File: config.mk
export PLATFORM = sky130hd
export DESIGN_NAME = timer_trigger_dual_edge_capture
export DESIGN_NICKNAME = d
export VERILOG_FILES = /design/src/timer_types_pkg.sv /design/src/input_glitch_filter.sv /design/src/pair_edge_sequencer.sv /design/src/timer_trigger_dual_edge_capture.sv
export VERILOG_INCLUDE_DIRS = /design/src
export SDC_FILE = /design/constraint.sdc
export NUM_CORES = 1
export LEC_CHECK = 0
export ABC_CLOCK_PERIOD_IN_PS = 3670
export BUFFER_PORTS_ARGS = -buffer_cell sky130_fd_sc_hd__buf_2
export CELL_PAD_IN_SITES_DETAIL_PLACEMENT = 1
export CELL_PAD_IN_SITES_GLOBAL_PLACEMENT = 1
export CORE_ASPECT_RATIO = 1.75
export CORE_MARGIN = 5
export CORE_UTILIZATION = 52
export CTS_CLUSTER_DIAMETER = 30
export CTS_CLUSTER_SIZE = 20
export DETAILED_ROUTE_END_ITERATION = 7
export GPL_TIMING_DRIVEN = 0
export PLACE_DENSITY = 0.94
export SYNTH_ARGS = -nofsm -noshare
export SYNTH_HDL_FRONTEND = slang
export SYNTH_SLANG_ARGS = --single-unit
File: constraint.sdc
create_clock -name clock -period 3.67 [get_ports clock]
set_input_delay 0 -clock clock [delete_from_list [all_inputs] [get_ports clock]]
set_output_delay 0 -clock clock [all_outputs]
set_load 0.01 [all_outputs]
File: src/timer_params.svh
// Offsets, field positions, reset values and timing counts of the timer block.
// Assumes inclusion by bare name from the block's design files.
`ifndef TIMER_PARAMS_SVH
`define TIMER_PARAMS_SVH

// ----------------------------------------------------------------------------
// Register byte offsets
// ----------------------------------------------------------------------------
`define OFS_CTRL      8'h00
`define OFS_CNT_LOW   8'h04
`define OFS_CNT_HIGH  8'h08
`define OFS_CNT_INIT  8'h0C
`define OFS_MODULO    8'h10
`define OFS_TRIG_SEL  8'h14
`define OFS_SYNC      8'h18
`define OFS_FLAGS     8'h1C
`define OFS_IRQ_EN    8'h20
`define OFS_PAIR0     8'h24
`define OFS_CHVAL0    8'h40

// ----------------------------------------------------------------------------
// Fields and reset values
// ----------------------------------------------------------------------------
`define CTRL_FEATURE  0
`define CTRL_INIT_EN  1
`define CTRL_CAPTURE_TEST_ENABLE  2
`define CTRL_CLOCK_SOURCE_SELECT_LO  3
`define CTRL_CLOCK_SOURCE_SELECT_HI  4
`define CTRL_W        5
`define CTRL_RESET    5'h00
`define PCFG_W        9
`define PCFG_RESET    9'h000
`define MODULO_RESET  16'hFFFF
`define NUM_CH        6
`define NUM_PAIR      3

// ----------------------------------------------------------------------------
// Timing
// ----------------------------------------------------------------------------
`define CLK_PERIOD_NS 50
`define FILT_TIME_NS  200
`define FILT_CYCLES   ((`FILT_TIME_NS + `CLK_PERIOD_NS - 1) / `CLK_PERIOD_NS)

`endif

File: src/timer_types_pkg.sv
// Types shared by the timer trigger and dual edge capture files.
// Assumes nothing of its surroundings.
package timer_types_pkg;

  // Per pair configuration, laid out as the pair register bits 8..0.
  typedef struct packed {
    logic       filter_en;
    logic [1:0] odd_edge;
    logic [1:0] even_edge;
    logic       continuous;
    logic       combine;
    logic       arm;
    logic       dual_en;
  } pair_cfg_t;

  typedef struct packed {
    logic even_hit;
    logic odd_hit;
  } pair_evt_t;

  typedef enum logic [1:0] {
    SEQ_EVEN = 2'b01,
    SEQ_ODD  = 2'b10
  } seq_state_t;

endpackage : timer_types_pkg

File: src/input_glitch_filter.sv
// Glitch filter for one capture input.
// Assumes the input is synchronous to clock.
`timescale 1ns/1ps
`include "timer_params.svh"
module input_glitch_filter (
  // Clock and reset
  input  wire logic clock,
  input  wire logic rst_n,
  // Control and data
  input  wire logic enable,
  input  wire logic sig_in,
  output logic      sig_out
);
  localparam logic [3:0] FILT_LEN = 4'(`FILT_CYCLES);

  logic       stable_r;
  logic [3:0] cnt_r;

  // A new level must hold for the whole filter time before it passes.
  always_ff @(posedge clock or negedge rst_n) begin
    if (!rst_n) begin
      cnt_r    <= 4'h0;
      stable_r <= 1'b0;
    end else if (sig_in == stable_r) begin
      cnt_r <= 4'h0;
    end else if (cnt_r == FILT_LEN - 4'h1) begin
      cnt_r    <= 4'h0;
      stable_r <= sig_in;
    end else begin
      cnt_r <= cnt_r + 4'h1;
    end
  end

  assign sig_out = enable ? stable_r : sig_in;
endmodule : input_glitch_filter

File: src/pair_edge_sequencer.sv
// Edge detection and capture sequencing for one channel pair.
// Assumes a filtered even-channel input synchronous to clock.
`timescale 1ns/1ps
module pair_edge_sequencer
  import timer_types_pkg::*;
(
  // Clock and reset
  input  wire logic      clock,
  input  wire logic      rst_n,
  // Configuration and status
  input  wire logic      feature_en,
  input  pair_cfg_t      cfg,
  input  wire logic      even_flag,
  // Input and events
  input  wire logic      sig_in,
  output pair_evt_t      evt
);
  seq_state_t state_r;
  logic       prev_r;
  logic       active;
  logic       ehit;
  logic       ohit;

  function automatic logic edge_hit(input logic [1:0] sel, input logic prv, input logic cur);
    edge_hit = (sel[0] & ~prv & cur) | (sel[1] & prv & ~cur);
  endfunction : edge_hit

  // Only the even input is looked at; the odd input is not a port at all.
  assign active = feature_en & cfg.dual_en & cfg.arm;
  assign ehit   = edge_hit(cfg.even_edge, prev_r, sig_in);
  assign ohit   = edge_hit(cfg.odd_edge, prev_r, sig_in);

  always_ff @(posedge clock or negedge rst_n) begin
    if (!rst_n) prev_r <= 1'b0;
    else        prev_r <= sig_in;
  end

  // Once the first edge is taken, the odd edge selection decides the second, and only while the even flag is set.
  always_ff @(posedge clock or negedge rst_n) begin
    if (!rst_n) begin
      state_r <= SEQ_EVEN;
    end else if (!active) begin
      state_r <= SEQ_EVEN;
    end else begin
      case (state_r)
        SEQ_EVEN: if (ehit) state_r <= SEQ_ODD;
        SEQ_ODD:  if (ohit && even_flag) state_r <= SEQ_EVEN;
        default:  state_r <= SEQ_EVEN;
      endcase
    end
  end

  assign evt.even_hit = active & (state_r == SEQ_EVEN) & ehit;
  assign evt.odd_hit  = active & (state_r == SEQ_ODD) & ohit & even_flag;

  a_odd_after_even: assert property (@(posedge clock) disable iff (!rst_n)
    evt.odd_hit |-> even_flag && $past(state_r == SEQ_EVEN) == 1'b0)
    else $error("odd capture without prior even capture");
endmodule : pair_edge_sequencer

File: src/timer_trigger_dual_edge_capture.sv
// Trigger, capture test and dual edge capture logic of a 16-bit timer.
// Assumes one AHB-Lite master and capture inputs synchronous to clock.
// Behaviour
// - Selected channel match fires trigger when enabled
// - Match triggers only in combine mode
// - Init trigger on automatic reload to initial
// - Init trigger on counter byte writes
// - Init trigger on counter synchronization load
// - Init trigger when clock source starts from initial
// - Init trigger only in combine mode
// - Capture test freezes counter, writes load directly
// - Both bytes written: load values, flags, advance
// - Values read written count; counter reads next
// - Byte read coherency stays active in test
// - Dual capture uses even input only
// - Even input filter only on channels 0, 2
// - Continuous select and edges choose mode, measurement
// - Even edge sets even flag, interrupt
// - Odd edge sets odd flag only after even
// - Counter captured into even, odd values
// - One-shot captures one pair, then disarms
// - Continuous capture repeats while armed
//
// The address map and the AHB-Lite interface to the registers were left to the implementer.
`timescale 1ns/1ps
`include "timer_params.svh"
module timer_trigger_dual_edge_capture
  import timer_types_pkg::*;
(
  // Clock and reset
  input  wire logic                 clock,
  input  wire logic                 rst_n,
  // AHB-Lite slave
  input  wire logic                 hsel,
  input  wire logic [31:0]          haddr,
  input  wire logic [1:0]           htrans,
  input  wire logic                 hwrite,
  input  wire logic [2:0]           hsize,
  input  wire logic [31:0]          hwdata,
  input  wire logic                 hready,
  output logic                      hreadyout,
  output logic                      hresp,
  output logic [31:0]               hrdata,
  // Capture inputs, one per pair (even channel)
  input  wire logic [`NUM_PAIR-1:0] capture_in,
  // Triggers and channel interrupt requests
  output logic [`NUM_CH-1:0]        match_trigger,
  output logic                      init_trigger,
  output logic [`NUM_CH-1:0]        channel_irq
);
  // --------------------------------------------------------------------------
  // Bus slave
  // --------------------------------------------------------------------------
  logic                 addr_ok;
  logic                 rd_acc;
  logic                 wr_pend_r;
  logic [7:0]           wa_r;
  logic [31:0]          hrdata_r;
  logic [31:0]          rd_mux;
  logic [7:0]           ra;
  logic                 wr_ctrl, wr_lo, wr_hi, wr_sync, wr_flags, wr_any_cnt;

  assign addr_ok   = hsel & htrans[1] & hready;
  assign rd_acc    = addr_ok & ~hwrite;
  assign ra        = haddr[7:0];
  assign hreadyout = 1'b1;
  assign hresp     = 1'b0;
  assign hrdata    = hrdata_r;

  // Zero wait states: writes land at the end of the data phase.
  always_ff @(posedge clock or negedge rst_n) begin
    if (!rst_n) begin
      wr_pend_r <= 1'b0;
      wa_r      <= 8'h00;
    end else begin
      wr_pend_r <= addr_ok & hwrite;
      if (addr_ok) wa_r <= ra;
    end
  end

  assign wr_ctrl    = wr_pend_r && wa_r == `OFS_CTRL;
  assign wr_lo      = wr_pend_r && wa_r == `OFS_CNT_LOW;
  assign wr_hi      = wr_pend_r && wa_r == `OFS_CNT_HIGH;
  assign wr_sync    = wr_pend_r && wa_r == `OFS_SYNC && hwdata[0];
  assign wr_flags   = wr_pend_r && wa_r == `OFS_FLAGS;
  assign wr_any_cnt = wr_lo | wr_hi;

  function automatic logic wr_hit(input logic pend, input logic [7:0] a, input logic [7:0] ofs);
    wr_hit = pend && a == ofs;
  endfunction : wr_hit

  // --------------------------------------------------------------------------
  // Control registers
  // --------------------------------------------------------------------------
  logic [`CTRL_W-1:0]   ctrl_r;
  logic [15:0]          init_r, mod_r;
  logic [`NUM_CH-1:0]   trig_sel_r, irq_en_r;
  logic                 feature_en, init_en, capture_test_enable;
  logic [1:0]           clock_source_select;

  assign feature_en = ctrl_r[`CTRL_FEATURE];
  assign init_en    = ctrl_r[`CTRL_INIT_EN];
  assign capture_test_enable    = ctrl_r[`CTRL_CAPTURE_TEST_ENABLE];
  assign clock_source_select       = ctrl_r[`CTRL_CLOCK_SOURCE_SELECT_HI:`CTRL_CLOCK_SOURCE_SELECT_LO];

  always_ff @(posedge clock or negedge rst_n) begin
    if (!rst_n) begin
      ctrl_r     <= `CTRL_RESET;
      init_r     <= 16'h0000;
      mod_r      <= `MODULO_RESET;
      trig_sel_r <= 6'h00;
      irq_en_r   <= 6'h00;
    end else begin
      if (wr_ctrl) ctrl_r <= hwdata[`CTRL_W-1:0];
      if (wr_hit(wr_pend_r, wa_r, `OFS_CNT_INIT)) init_r <= hwdata[15:0];
      if (wr_hit(wr_pend_r, wa_r, `OFS_MODULO)) mod_r <= hwdata[15:0];
      if (wr_hit(wr_pend_r, wa_r, `OFS_TRIG_SEL)) trig_sel_r <= hwdata[5:0];
      if (wr_hit(wr_pend_r, wa_r, `OFS_IRQ_EN)) irq_en_r <= hwdata[5:0];
    end
  end

  // --------------------------------------------------------------------------
  // Counter and capture test
  // --------------------------------------------------------------------------
  logic [15:0]          cnt_r;
  logic [15:0]          cnt_step;
  logic                 running, reload;
  logic                 lo_done_r, hi_done_r, ct_pend_r;

  // Only up-counting is built; capture test relies on software setting it so.
  assign running  = clock_source_select != 2'b00 && !capture_test_enable;
  assign reload   = running && cnt_r == mod_r;
  assign cnt_step = (cnt_r == mod_r) ? init_r : cnt_r + 16'h0001;

  always_ff @(posedge clock or negedge rst_n) begin
    if (!rst_n) begin
      cnt_r <= 16'h0000;
    end else if (capture_test_enable && wr_lo) begin
      cnt_r <= {cnt_r[15:8], hwdata[7:0]};
    end else if (capture_test_enable && wr_hi) begin
      cnt_r <= {hwdata[7:0], cnt_r[7:0]};
    end else if (ct_pend_r) begin
      cnt_r <= cnt_step;
    end else if (wr_any_cnt || wr_sync) begin
      cnt_r <= init_r;
    end else if (running) begin
      cnt_r <= cnt_step;
    end
  end

  // Both bytes in either order arm a one-cycle load of all channel values.
  always_ff @(posedge clock or negedge rst_n) begin
    if (!rst_n) begin
      lo_done_r <= 1'b0;
      hi_done_r <= 1'b0;
      ct_pend_r <= 1'b0;
    end else begin
      ct_pend_r <= capture_test_enable && ((wr_lo && hi_done_r) || (wr_hi && lo_done_r));
      if (!capture_test_enable || ct_pend_r) begin
        lo_done_r <= 1'b0;
        hi_done_r <= 1'b0;
      end else begin
        if (wr_lo) lo_done_r <= 1'b1;
        if (wr_hi) hi_done_r <= 1'b1;
      end
    end
  end

  // --------------------------------------------------------------------------
  // Pair configuration and dual edge capture
  // --------------------------------------------------------------------------
  pair_cfg_t            pcfg_r [`NUM_PAIR];
  pair_evt_t            evt    [`NUM_PAIR];
  logic [15:0]          cv_r   [`NUM_CH];
  logic [15:0]          odd_buf_r [`NUM_PAIR];
  logic [`NUM_CH-1:0]   flag_r;
  logic [`NUM_PAIR-1:0] filt_sig;

  genvar p;
  generate
    for (p = 0; p < `NUM_PAIR; p++) begin : g_pair
      localparam logic [7:0] POFS = 8'(`OFS_PAIR0 + 4 * p);

      // A software write of 1 to the arm bit wins over the hardware disarm.
      always_ff @(posedge clock or negedge rst_n) begin
        if (!rst_n) begin
          pcfg_r[p] <= `PCFG_RESET;
        end else if (wr_hit(wr_pend_r, wa_r, POFS)) begin
          pcfg_r[p] <= hwdata[`PCFG_W-1:0];
        end else if (evt[p].odd_hit && !pcfg_r[p].continuous) begin
          pcfg_r[p].arm <= 1'b0;
        end
      end

      // The filter sits on every pair but can be enabled on the first two pairs only.
      input_glitch_filter u_filt (
        .clock   (clock),
        .rst_n   (rst_n),
        .enable  (pcfg_r[p].filter_en && p < 2),
        .sig_in  (capture_in[p]),
        .sig_out (filt_sig[p])
      );

      pair_edge_sequencer u_seq (
        .clock      (clock),
        .rst_n      (rst_n),
        .feature_en (feature_en),
        .cfg        (pcfg_r[p]),
        .even_flag  (flag_r[2*p]),
        .sig_in     (filt_sig[p]),
        .evt        (evt[p])
      );

      // Continuous mode keeps the arm bit, so pairs repeat while it stays set.
      always_ff @(posedge clock or negedge rst_n) begin
        if (!rst_n) begin
          cv_r[2*p]   <= 16'h0000;
          cv_r[2*p+1] <= 16'h0000;
        end else if (ct_pend_r) begin
          cv_r[2*p]   <= cnt_r;
          cv_r[2*p+1] <= cnt_r;
        end else begin
          if (evt[p].even_hit) cv_r[2*p] <= cnt_r;
          else if (wr_hit(wr_pend_r, wa_r, 8'(`OFS_CHVAL0 + 8 * p))) cv_r[2*p] <= hwdata[15:0];
          if (evt[p].odd_hit) cv_r[2*p+1] <= cnt_r;
          else if (wr_hit(wr_pend_r, wa_r, 8'(`OFS_CHVAL0 + 8 * p + 4)))
            cv_r[2*p+1] <= hwdata[15:0];
        end
      end

      // Reading the even value freezes the odd value for the following read.
      always_ff @(posedge clock or negedge rst_n) begin
        if (!rst_n) odd_buf_r[p] <= 16'h0000;
        else if (rd_acc && ra == 8'(`OFS_CHVAL0 + 8 * p)) odd_buf_r[p] <= cv_r[2*p+1];
      end
    end
  endgenerate

  // Hardware setting a flag wins over a write-one-to-clear in the same cycle.
  genvar c;
  generate
    for (c = 0; c < `NUM_CH; c++) begin : g_flag
      logic hw_set;
      assign hw_set = ct_pend_r || (c % 2 == 0 ? evt[c/2].even_hit : evt[c/2].odd_hit);
      always_ff @(posedge clock or negedge rst_n) begin
        if (!rst_n) flag_r[c] <= 1'b0;
        else if (hw_set) flag_r[c] <= 1'b1;
        else if (wr_flags && hwdata[c]) flag_r[c] <= 1'b0;
      end
    end
  endgenerate

  assign channel_irq = flag_r & irq_en_r;

  // --------------------------------------------------------------------------
  // Triggers
  // --------------------------------------------------------------------------
  logic [`NUM_CH-1:0]   match_nxt, match_r;
  logic                 init_nxt, init_r_trig, clock_source_select_start;

  // Match is judged on the value the counter is stepping to, so it pulses once.
  always_comb begin
    for (int j = 0; j < `NUM_CH; j++) begin
      match_nxt[j] = feature_en && trig_sel_r[j] && pcfg_r[j/2].combine
                     && running && cnt_step == cv_r[j];
    end
  end

  assign clock_source_select_start = wr_ctrl && clock_source_select == 2'b00 && cnt_r == init_r
                      && hwdata[`CTRL_CLOCK_SOURCE_SELECT_HI:`CTRL_CLOCK_SOURCE_SELECT_LO] != 2'b00;
  assign init_nxt   = init_en && pcfg_r[0].combine
                      && (reload || wr_any_cnt || wr_sync || clock_source_select_start);

  always_ff @(posedge clock or negedge rst_n) begin
    if (!rst_n) begin
      match_r     <= 6'h00;
      init_r_trig <= 1'b0;
    end else begin
      match_r     <= match_nxt;
      init_r_trig <= init_nxt;
    end
  end

  assign match_trigger = match_r;
  assign init_trigger  = init_r_trig;

  // --------------------------------------------------------------------------
  // Read path
  // --------------------------------------------------------------------------
  logic [7:0]           cnt_hi_buf_r;

  // The low byte read latches the high byte, so a byte pair is coherent.
  always_ff @(posedge clock or negedge rst_n) begin
    if (!rst_n) cnt_hi_buf_r <= 8'h00;
    else if (rd_acc && ra == `OFS_CNT_LOW) cnt_hi_buf_r <= cnt_r[15:8];
  end

  always_comb begin
    rd_mux = 32'h0000_0000;
    case (ra)
      `OFS_CTRL:     rd_mux = {27'h0, ctrl_r};
      `OFS_CNT_LOW:  rd_mux = {24'h0, cnt_r[7:0]};
      `OFS_CNT_HIGH: rd_mux = {24'h0, cnt_hi_buf_r};
      `OFS_CNT_INIT: rd_mux = {16'h0, init_r};
      `OFS_MODULO:   rd_mux = {16'h0, mod_r};
      `OFS_TRIG_SEL: rd_mux = {26'h0, trig_sel_r};
      `OFS_FLAGS:    rd_mux = {26'h0, flag_r};
      `OFS_IRQ_EN:   rd_mux = {26'h0, irq_en_r};
      default: begin
        for (int k = 0; k < `NUM_PAIR; k++) begin
          if (ra == 8'(`OFS_PAIR0 + 4 * k)) rd_mux = {23'h0, pcfg_r[k]};
          if (ra == 8'(`OFS_CHVAL0 + 8 * k)) rd_mux = {16'h0, cv_r[2*k]};
          if (ra == 8'(`OFS_CHVAL0 + 8 * k + 4)) rd_mux = {16'h0, odd_buf_r[k]};
        end
      end
    endcase
  end

  always_ff @(posedge clock or negedge rst_n) begin
    if (!rst_n) hrdata_r <= 32'h0000_0000;
    else if (rd_acc) hrdata_r <= rd_mux;
  end

  // --------------------------------------------------------------------------
  // Assertions
  // --------------------------------------------------------------------------
  a_match_cause: assert property (@(posedge clock) disable iff (!rst_n)
    match_trigger[0] |-> $past(feature_en && trig_sel_r[0] && cnt_step == cv_r[0]))
    else $error("match trigger without a selected match");
  a_match_combine: assert property (@(posedge clock) disable iff (!rst_n)
    $past(!pcfg_r[0].combine) |-> match_trigger[1:0] == 2'b00)
    else $error("match trigger outside combine mode");
  a_reload_trig: assert property (@(posedge clock) disable iff (!rst_n)
    reload && init_en && pcfg_r[0].combine |=> init_trigger)
    else $error("reload gave no init trigger");
  a_write_trig: assert property (@(posedge clock) disable iff (!rst_n)
    (wr_lo || wr_hi) && init_en && pcfg_r[0].combine |=> init_trigger)
    else $error("counter write gave no init trigger");
  a_init_combine: assert property (@(posedge clock) disable iff (!rst_n)
    init_trigger |-> $past(init_en && pcfg_r[0].combine))
    else $error("init trigger outside combine mode");
  a_test_freeze: assert property (@(posedge clock) disable iff (!rst_n)
    capture_test_enable && !wr_pend_r && !ct_pend_r |=> $stable(cnt_r))
    else $error("counter moved in capture test");
  a_test_load: assert property (@(posedge clock) disable iff (!rst_n)
    ct_pend_r |=> flag_r == 6'h3F && cv_r[5] == $past(cnt_r) && cnt_r == $past(cnt_step))
    else $error("capture test load wrong");
  a_oneshot_disarm: assert property (@(posedge clock) disable iff (!rst_n)
    evt[1].odd_hit && !pcfg_r[1].continuous && !wr_pend_r |=> !pcfg_r[1].arm)
    else $error("one-shot did not disarm");
  a_cont_keeps: assert property (@(posedge clock) disable iff (!rst_n)
    evt[1].odd_hit && pcfg_r[1].continuous && !wr_pend_r |=> pcfg_r[1].arm)
    else $error("continuous capture disarmed");
  a_even_capture: assert property (@(posedge clock) disable iff (!rst_n)
    evt[1].even_hit && !ct_pend_r |=> cv_r[2] == $past(cnt_r) && flag_r[2])
    else $error("even capture wrong");

  c_pair_done: cover property (@(posedge clock) disable iff (!rst_n)
    evt[1].even_hit ##[1:200] evt[1].odd_hit);
  c_test_load: cover property (@(posedge clock) disable iff (!rst_n) ct_pend_r);
  c_match: cover property (@(posedge clock) disable iff (!rst_n) match_trigger[0]);
endmodule : timer_trigger_dual_edge_capture

==> results.md, run 1 <==
- Post-placement cell area: 17100 µm²
- P&R area growth vs syn: 18.7%
- Critical Path Source Type: register
- FP Rows: 85
- Via/cell ratio: 7.42
- Required time of the critical path: 4070 ps
- Slew Limit Fails: 0
- TritonCTS clock tree: done
- Critical path's largest stage delay: 630 ps
- GRT Total Usage: 0.412
- Num Clock Sinks: 304
- Fin area: 19200 µm²
- VDD IR-drop max: 0.408 mV
- TritonCTS buffer count: 45
- Nets: 1766
- I/O pin cnt: 124
- Static Leak: 8.93 nW
- Met2 Use GR: 0.644
- Worst Hold Launch: haddr[2]
- Finish-stage setup viols: 6
- CP max stage cell: nor4_1
- Share of layout cells above drive strength 1: 0.195
- Slew @ Worst Pin: 1420 ps
- Maximum clock frequency: 0.245 GHz
- Time the worst path needs with I/O delays and setup: 4080 ps
- Met1 Usage GRT: 0.444
- Critical path's top delay family: simple AND/OR/NAND/NOR gates
- Clock buffer depth: 3
- First-pass GRT wire length: 106000 µm
- Die X: 143 µm
- Post-synth EDFFs: 0
- Pre-Repair DR Iteration Count: 8
- Die ar.: 34900 µm²
- Leading cell types in the layout, fill and taps excluded: 285 x dfrtp_1, 165 x nor2_1, 120 x a21oi_1, 120 x mux2_2, 104 x mux2i_1
- Register Area: 7630 µm²
- PwrDens: 618 nW/µm²
- CP Max Fanout: 10
- I/O Buffers: 56
- Core Area: 30700 µm²
- Hold Violations, Final: 0
- Number of global-route vias before repair: 16318
- Initial Util: 0.527
- Fillers: 3245
- Worst Setup Path Type: reg -> reg
- Worst skew pair latency: 580 ps
- Mean Syn Cell Area: 10.6 µm²
- Async set or reset register ratio after synthesis: 1.00
- Reg-to-Reg Start: cnt_r[0]$_DFFE_PN0P_
- Place WS: 38.3 ps
- Seq/Total Area, Yosys: 0.471
- Hold WC Path Type: in -> reg
- Worst Path Arrival: 4480 ps
- H-tree depth: 2
- DRC: 1
- Commonest non-fill, non-tap cell in the layout: dfrtp_1
- CTS Root Cell: clkbuf_16
- GRT overflow: 0
- CP Capture Type: register
- Top_reg_cell synth: dfrtp_1
- Synthesis Warnings: 0
- Gp weighted congestion: 0.987
- Drt wl/cell: 36.6 µm
- Multi-input logic area: 8140 µm²
- Vias: 15701
- FF+latch count, synth: 304
- Synth Cell Area: 16200 µm²
- Initial antenna violation count: 1
- Met3 Track Usage GR: 0.107
- Clock Skew: 30.0 ps
- Critical Path Source: cnt_r[0]$_DFFE_PN0P_
- Mapped Cells: 1526
- Status: finished, violations left
- CP Buf/Inv Count: 2
- Max-cap viol count: 0
- Final period util: 1.11
- Failing checks: design-rule violations, negative setup slack
- Crit-path cells: xor2_1 > nor4_1 > nand4_1 > buf_6 > mux2i_4 > buf_12 > xnor2_1 > nor4_1 > o2111ai_1 > nor4_1
- Slew margin rel.: 0.0457
- Dominant cell type by count on the critical path: nor4_1
- Synth cell types: 62
- Final WL: 77400 µm
- DRT antenna net count: 0
- Setup WS post-layout: -413 ps
- Initial DRC count: 2158
- Global route hottest layer: met2
- Die Ht: 244 µm
- Clock slew at reported path FFs: 60 ps
- Largest net degree at the start of global routing: 117
- Dpl hpwl: 48100 µm
cell usage after synthesis, types with 10 or more instances:
master	count	area [µm²]
o21ai_1	33	165
nand3_1	20	100
a221oi_1	33	289
mux2_2	120	1350
buf_1	10	37.5
mux2_1	20	225
o21ai_0	24	120
mux2i_4	10	225
mux2i_1	104	1040
xnor2_1	57	499
a22o_1	19	166
nand2_1	66	248
buf_4	18	135
inv_1	16	60.1
a31oi_1	12	75.1
and3_1	10	62.6
dfstp_2	19	499
nand4_1	19	119
nor3_1	16	80.1
nor2b_1	10	62.6
xor2_1	85	744
dfrtp_1	285	7130
a221o_1	14	140
clkbuf_1	77	289
a21oi_1	121	606
a22oi_1	14	105
nor3b_1	11	82.6
nor2_1	165	619
nor4_1	23	144
repair_timing:
| item | CTS | global route |
|---|---|---|
| hold endpoints to repair | 204 | 0 |
| hold buffers | 24 | 0 |
| buffers inserted | 0 | 15 |
| gates resized for setup | 1 | 14 |
| setup endpoints to repair | 1 | 5 |
kinds of logic after synthesis:
family | Yosys count | share of synthesized area
compound gates | 319 | 0.129
xor+xnor | 142 | 0.0767
fa+ha+maj | 3 | 0.00232
buf+inv | 126 | 0.0340
flops | 304 | 0.471
mux | 258 | 0.179
other cells | 2 | 0.000463
simple gates | 372 | 0.108
routing by layer:
layer  vias to the layer above  part of all wire
met5                         -                 0
met4                         0              0.13
met3                       644              0.12
met2                      1533              0.45
met1                      7691              0.31
li1                       5833                 -
state kept, by name (all words and copies together), names as in the netlist, 8 cells and up:
| signal | count |
|---|---|
| init_r | 16 |
| pcfg_r | 27 |
| mod_r | 16 |
| odd_buf_r | 48 |
| cnt_r | 16 |
| hrdata | 16 |
| cnt_hi_buf_r | 8 |
| wa_r | 8 |
| g_pair.u_filt.cnt_r | 8 |
| cv_r | 96 |
power by group:
part           total (mW)  leakage (nW)  internal [mW]  switching, mW
clock                4.84         0.801           3.02           1.82
sequential           3.95          3.89           3.61          0.344
combinational        3.10          4.23           1.05           2.06
through the flow:
step           utilization  cells  setup TNS [ps]  hold WS [ps]  total power, mW
3_5_place_dp         0.556   1991               0           139             6.42
3_3_place_gp         0.554   1989         -877480           139             6.27
6_report             0.626   2116           -1170          47.0             11.9
2_1_floorplan            -   1542               0          -296             5.41
4_1_cts              0.618   2098               0          36.2             11.3
5_1_grt              0.625   2113           -1110          77.5             12.1
area by class of cell:
type | count | area share
Clock inverter | 26 | 0.0202
Timing Repair Buffer | 97 | 0.0396
Multi-Input combinational cell | 1112 | 0.424
Clock buffer | 57 | 0.0652
Antenna cell | 3 | 0.000390
Buffer | 109 | 0.0255
Sequential cell | 304 | 0.397
Inverter | 17 | 0.00332
Tap cell | 391 | 0.0254
worst paths after layout:
path | cells after the start | slack [ps] | to
min reg2reg | 1 | 490 | g_pair[0].u_filt.cnt_r[0]$_DFF_PN0_
min | 2 | 50 | wa_r[2]$_DFFE_PN0P_
max in group asynchronous | 4 | 2000 | hrdata[1]$_DFFE_PN0P_
min in group asynchronous | 2 | 140 | g_pair[0].u_seq.state_r[1]$_DFFE_PN0P_
max reg2reg | 10 | -410 | match_trigger[0]$_DFF_PN0_
max | 10 | -410 | match_trigger[0]$_DFF_PN0_
Note: power is estimated with default switching activity, not from simulation.
==> run 2, diff against run 1 <==
--- a/config.mk
+++ b/config.mk
@@ -8,7 +8,7 @@
 export LEC_CHECK = 0
 export ABC_CLOCK_PERIOD_IN_PS = 3670
 export BUFFER_PORTS_ARGS = -buffer_cell sky130_fd_sc_hd__buf_2
-export CELL_PAD_IN_SITES_DETAIL_PLACEMENT = 1
+export CELL_PAD_IN_SITES_DETAIL_PLACEMENT = 0
 export CELL_PAD_IN_SITES_GLOBAL_PLACEMENT = 1
 export CORE_ASPECT_RATIO = 1.75
 export CORE_MARGIN = 5
==> results.md, run 2 (same netlist as run 1, synthesis figures left out) <==
- Cts repair resizes: 0 (was 1)
- Met2 Use GR: 0.536 (was 0.644)
- Critical Path Source: cnt_r[9]$_DFFE_PN0P_ (was cnt_r[0]$_DFFE_PN0P_)
- Dpl hpwl: 42600 µm (was 48100 µm)
- FP Rows: 85 (unchanged)
- Pre-Repair DR Iteration Count: 8 (unchanged)
- Slew Limit Fails: 0 (unchanged)
- Hold WC Path Type: in -> reg (unchanged)
- Fin area: 18800 µm² (was 19200 µm²)
- Seq pwr share: 0.370 (was 0.332)
- Via/cell ratio: 6.48 (was 7.42)
- Worst Setup Path Type: reg -> reg (unchanged)
- GRT Total Usage: 0.330 (was 0.412)
- CP Capture Type: register (unchanged)
- Critical Path Source Type: register (unchanged)
- Max-cap viol count: 0 (unchanged)
- Vias: 13567 (was 15701)
- Clock buffer depth: 3 (unchanged)
- CP max stage cell: buf_1 (was nor4_1)
- RSZ-0062 raised after global routing: no
- I/O Buffers: 56 (unchanged)
- Die X: 143 µm (unchanged)
- CTS Root Cell: clkbuf_16 (unchanged)
- Pint: 6.98 mW (was 7.67 mW)
- Initial antenna violation count: 0 (was 1)
- VDD IR-drop max: 0.415 mV (was 0.408 mV)
- CP Max Fanout: 10 (unchanged)
- Worst skew pair latency: 560 ps (was 580 ps)
- Place WS: 182 ps (was 38.3 ps)
- Critical path's largest stage delay: 640 ps (was 630 ps)
- WHS: 35.6 ps (was 47.0 ps)
- Met1 Usage GRT: 0.375 (was 0.444)
- PwrDens: 561 nW/µm² (was 618 nW/µm²)
- Post-placement cell area: 17100 µm² (unchanged)
- Clock Power Share: 0.396 (was 0.407)
- Slew @ Worst Pin: 1230 ps (was 1420 ps)
- Final WL: 57800 µm (was 77400 µm)
- Die ar.: 34900 µm² (unchanged)
- Global route hottest layer: met2 (unchanged)
- Drt wl/cell: 27.6 µm (was 36.6 µm)
- Time the worst path needs with I/O delays and setup: 3570 ps (was 4080 ps)
- Static Leak: 8.71 nW (was 8.93 nW)
- Initial DRC count: 1846 (was 2158)
- Reg-to-Reg Start: cnt_r[9]$_DFFE_PN0P_ (was cnt_r[0]$_DFFE_PN0P_)
- Hold-fix buffer count after cts: 24 (unchanged)
- Core Area: 30700 µm² (unchanged)
- Combinational fraction of design power: 0.235 (was 0.261)
- I/O pin cnt: 124 (unchanged)
- DRT antenna net count: 0 (unchanged)
- Required time of the critical path: 4090 ps (was 4070 ps)
- H-tree depth: 2 (unchanged)
- First-pass GRT wire length: 85500 µm (was 106000 µm)
- Clock Skew: 27.7 ps (was 30.0 ps)
- Initial Util: 0.527 (unchanged)
- TritonCTS clock tree: done (unchanged)
- Final period util: 0.973 (was 1.11)
- P&R area growth vs syn: 15.9% (was 18.7%)
- Worst Hold Launch: htrans[1] (was haddr[2])
- Fillers: 2507 (was 3245)
- Largest reg by FF count: cv_r (unchanged)
- Number of global-route vias before repair: 13521 (was 16318)
- TritonCTS buffer count: 42 (was 45)
- Setup TNS: 0 ps (was -1170 ps)
- Post-CTS setup buffers: 0 (unchanged)
- Die Ht: 244 µm (unchanged)
- Commonest non-fill, non-tap cell in the layout: dfrtp_1 (unchanged)
- Status: finished clean (was finished, violations left)
- Num Clock Sinks: 304 (unchanged)
- Worst Path Arrival: 3990 ps (was 4480 ps)
- Max reg flops: 96 (unchanged)
- Met3 Track Usage GR: 0.0502 (was 0.107)
- DRC: 0 (was 1)
- Finish-stage setup viols: 0 (was 6)
- Gp weighted congestion: 0.987 (unchanged)
- Largest regs: cv_r: 96 flops, odd_buf_r: 48 flops, pcfg_r: 27 flops (unchanged)
- Nets: 1748 (was 1766)
- Largest net degree at the start of global routing: 117 (unchanged)
- Share of layout cells above drive strength 1: 0.182 (was 0.195)
- Sw frac: 0.338 (was 0.355)
- Clock slew at reported path FFs: 60 ps (about the same)
- Slew margin rel.: 0.168 (was 0.0457)
- GRT overflow: 0 (unchanged)
- Leading cell types in the layout, fill and taps excluded: 285 x dfrtp_1, 165 x nor2_1, 121 x a21oi_1, 120 x mux2_2, 104 x mux2i_1 (was 285 x dfrtp_1, 165 x nor2_1, 120 x a21oi_1, 120 x mux2_2, 104 x mux2i_1)
- Crit-path cells: buf_1 > inv_1 > nor3_1 > xor2_1 > mux2i_4 > xnor2_1 > a21oi_1 > nand3_1 > nor4_1 (was xor2_1 > nor4_1 > nand4_1 > buf_6 > mux2i_4 > buf_12 > xnor2_1 > nor4_1 > o2111ai_1 > nor4_1)
- Hold Violations, Final: 0 (unchanged)
- Setup WS post-layout: 98.6 ps (was -413 ps)
- Psw: 3.56 mW (was 4.22 mW)
- Maximum clock frequency: 0.280 GHz (was 0.245 GHz)
[run 2: cell types whose count changed in the layout (fill, tap and decap cells not counted), sizes merged]
cell	change
clkinvlp	+4
clkbuf	-7
inv	-1
bufinv	-5
diode	-2
buf	-15
clkinv	+4
[run 2: power by group through the flow]
stage	registers, mW	clock network [mW]	logic (mW)
2_1_floorplan	3.87	0	1.54
3_3_place_gp	3.93	0	2.35
3_5_place_dp	3.94	0	2.38
4_1_cts	3.88	4.20	2.42
5_1_grt	3.92	4.34	2.60
6_report	3.90	4.17	2.47
[run 2: layer usage]
metal / share of wire / wire [µm]
met1: 0.34 / 19400
met2: 0.48 / 27800
met3: 0.079 / 4540
met4: 0.11 / 6090
met5: 0 / 0
[run 2: path summary, 6_finish.rpt]
kind	to	slack, ps	cells past startpoint
min in group asynchronous	cv_r[86]$_DFFE_PN0P_	120	2
worst max-delay path	match_trigger[1]$_DFF_PN0_	100	9
worst max register to register	match_trigger[1]$_DFF_PN0_	100	9
worst min register to register	g_pair[1].u_filt.cnt_r[0]$_DFF_PN0_	470	1
worst min-delay path	wr_pend_r$_DFF_PN0_	40	4
max in group asynchronous	init_r[4]$_DFFE_PN0P_	2020	4
[run 2: final cells by class]
class | count | area (µm²) | share of cell area
antenna | 1 | 2.50 | 0.000133
buffer | 109 | 488 | 0.0260
clock buffer | 50 | 1150 | 0.0615
clock inverter | 28 | 287 | 0.0153
inverter | 17 | 63.8 | 0.00340
multi-input combinational | 1112 | 8080 | 0.430
sequential | 304 | 7630 | 0.406
tap | 391 | 489 | 0.0260
timing repair buffer | 82 | 586 | 0.0312
[run 2: worst max-delay path: cells and delay by family (launching register included)]
| family | cells | cell delay, ps |
|---|---|---|
| and+or+nand+nor | 3 | 830 |
| muxes | 1 | 450 |
| buffers and inverters | 2 | 870 |
| AOI/OAI and AO/OA | 1 | 500 |
| xor gates and xnor gates | 2 | 370 |
| DFF | 1 | 410 |
[run 2: metrics by stage]
stage	utilization	cells	total power, mW
2_1_floorplan	-	1542	5.41
3_3_place_gp	0.554	1989	6.27
3_5_place_dp	0.556	1991	6.32
4_1_cts	0.611	2093	10.5
5_1_grt	0.611	2093	10.9
6_report	0.611	2094	10.5
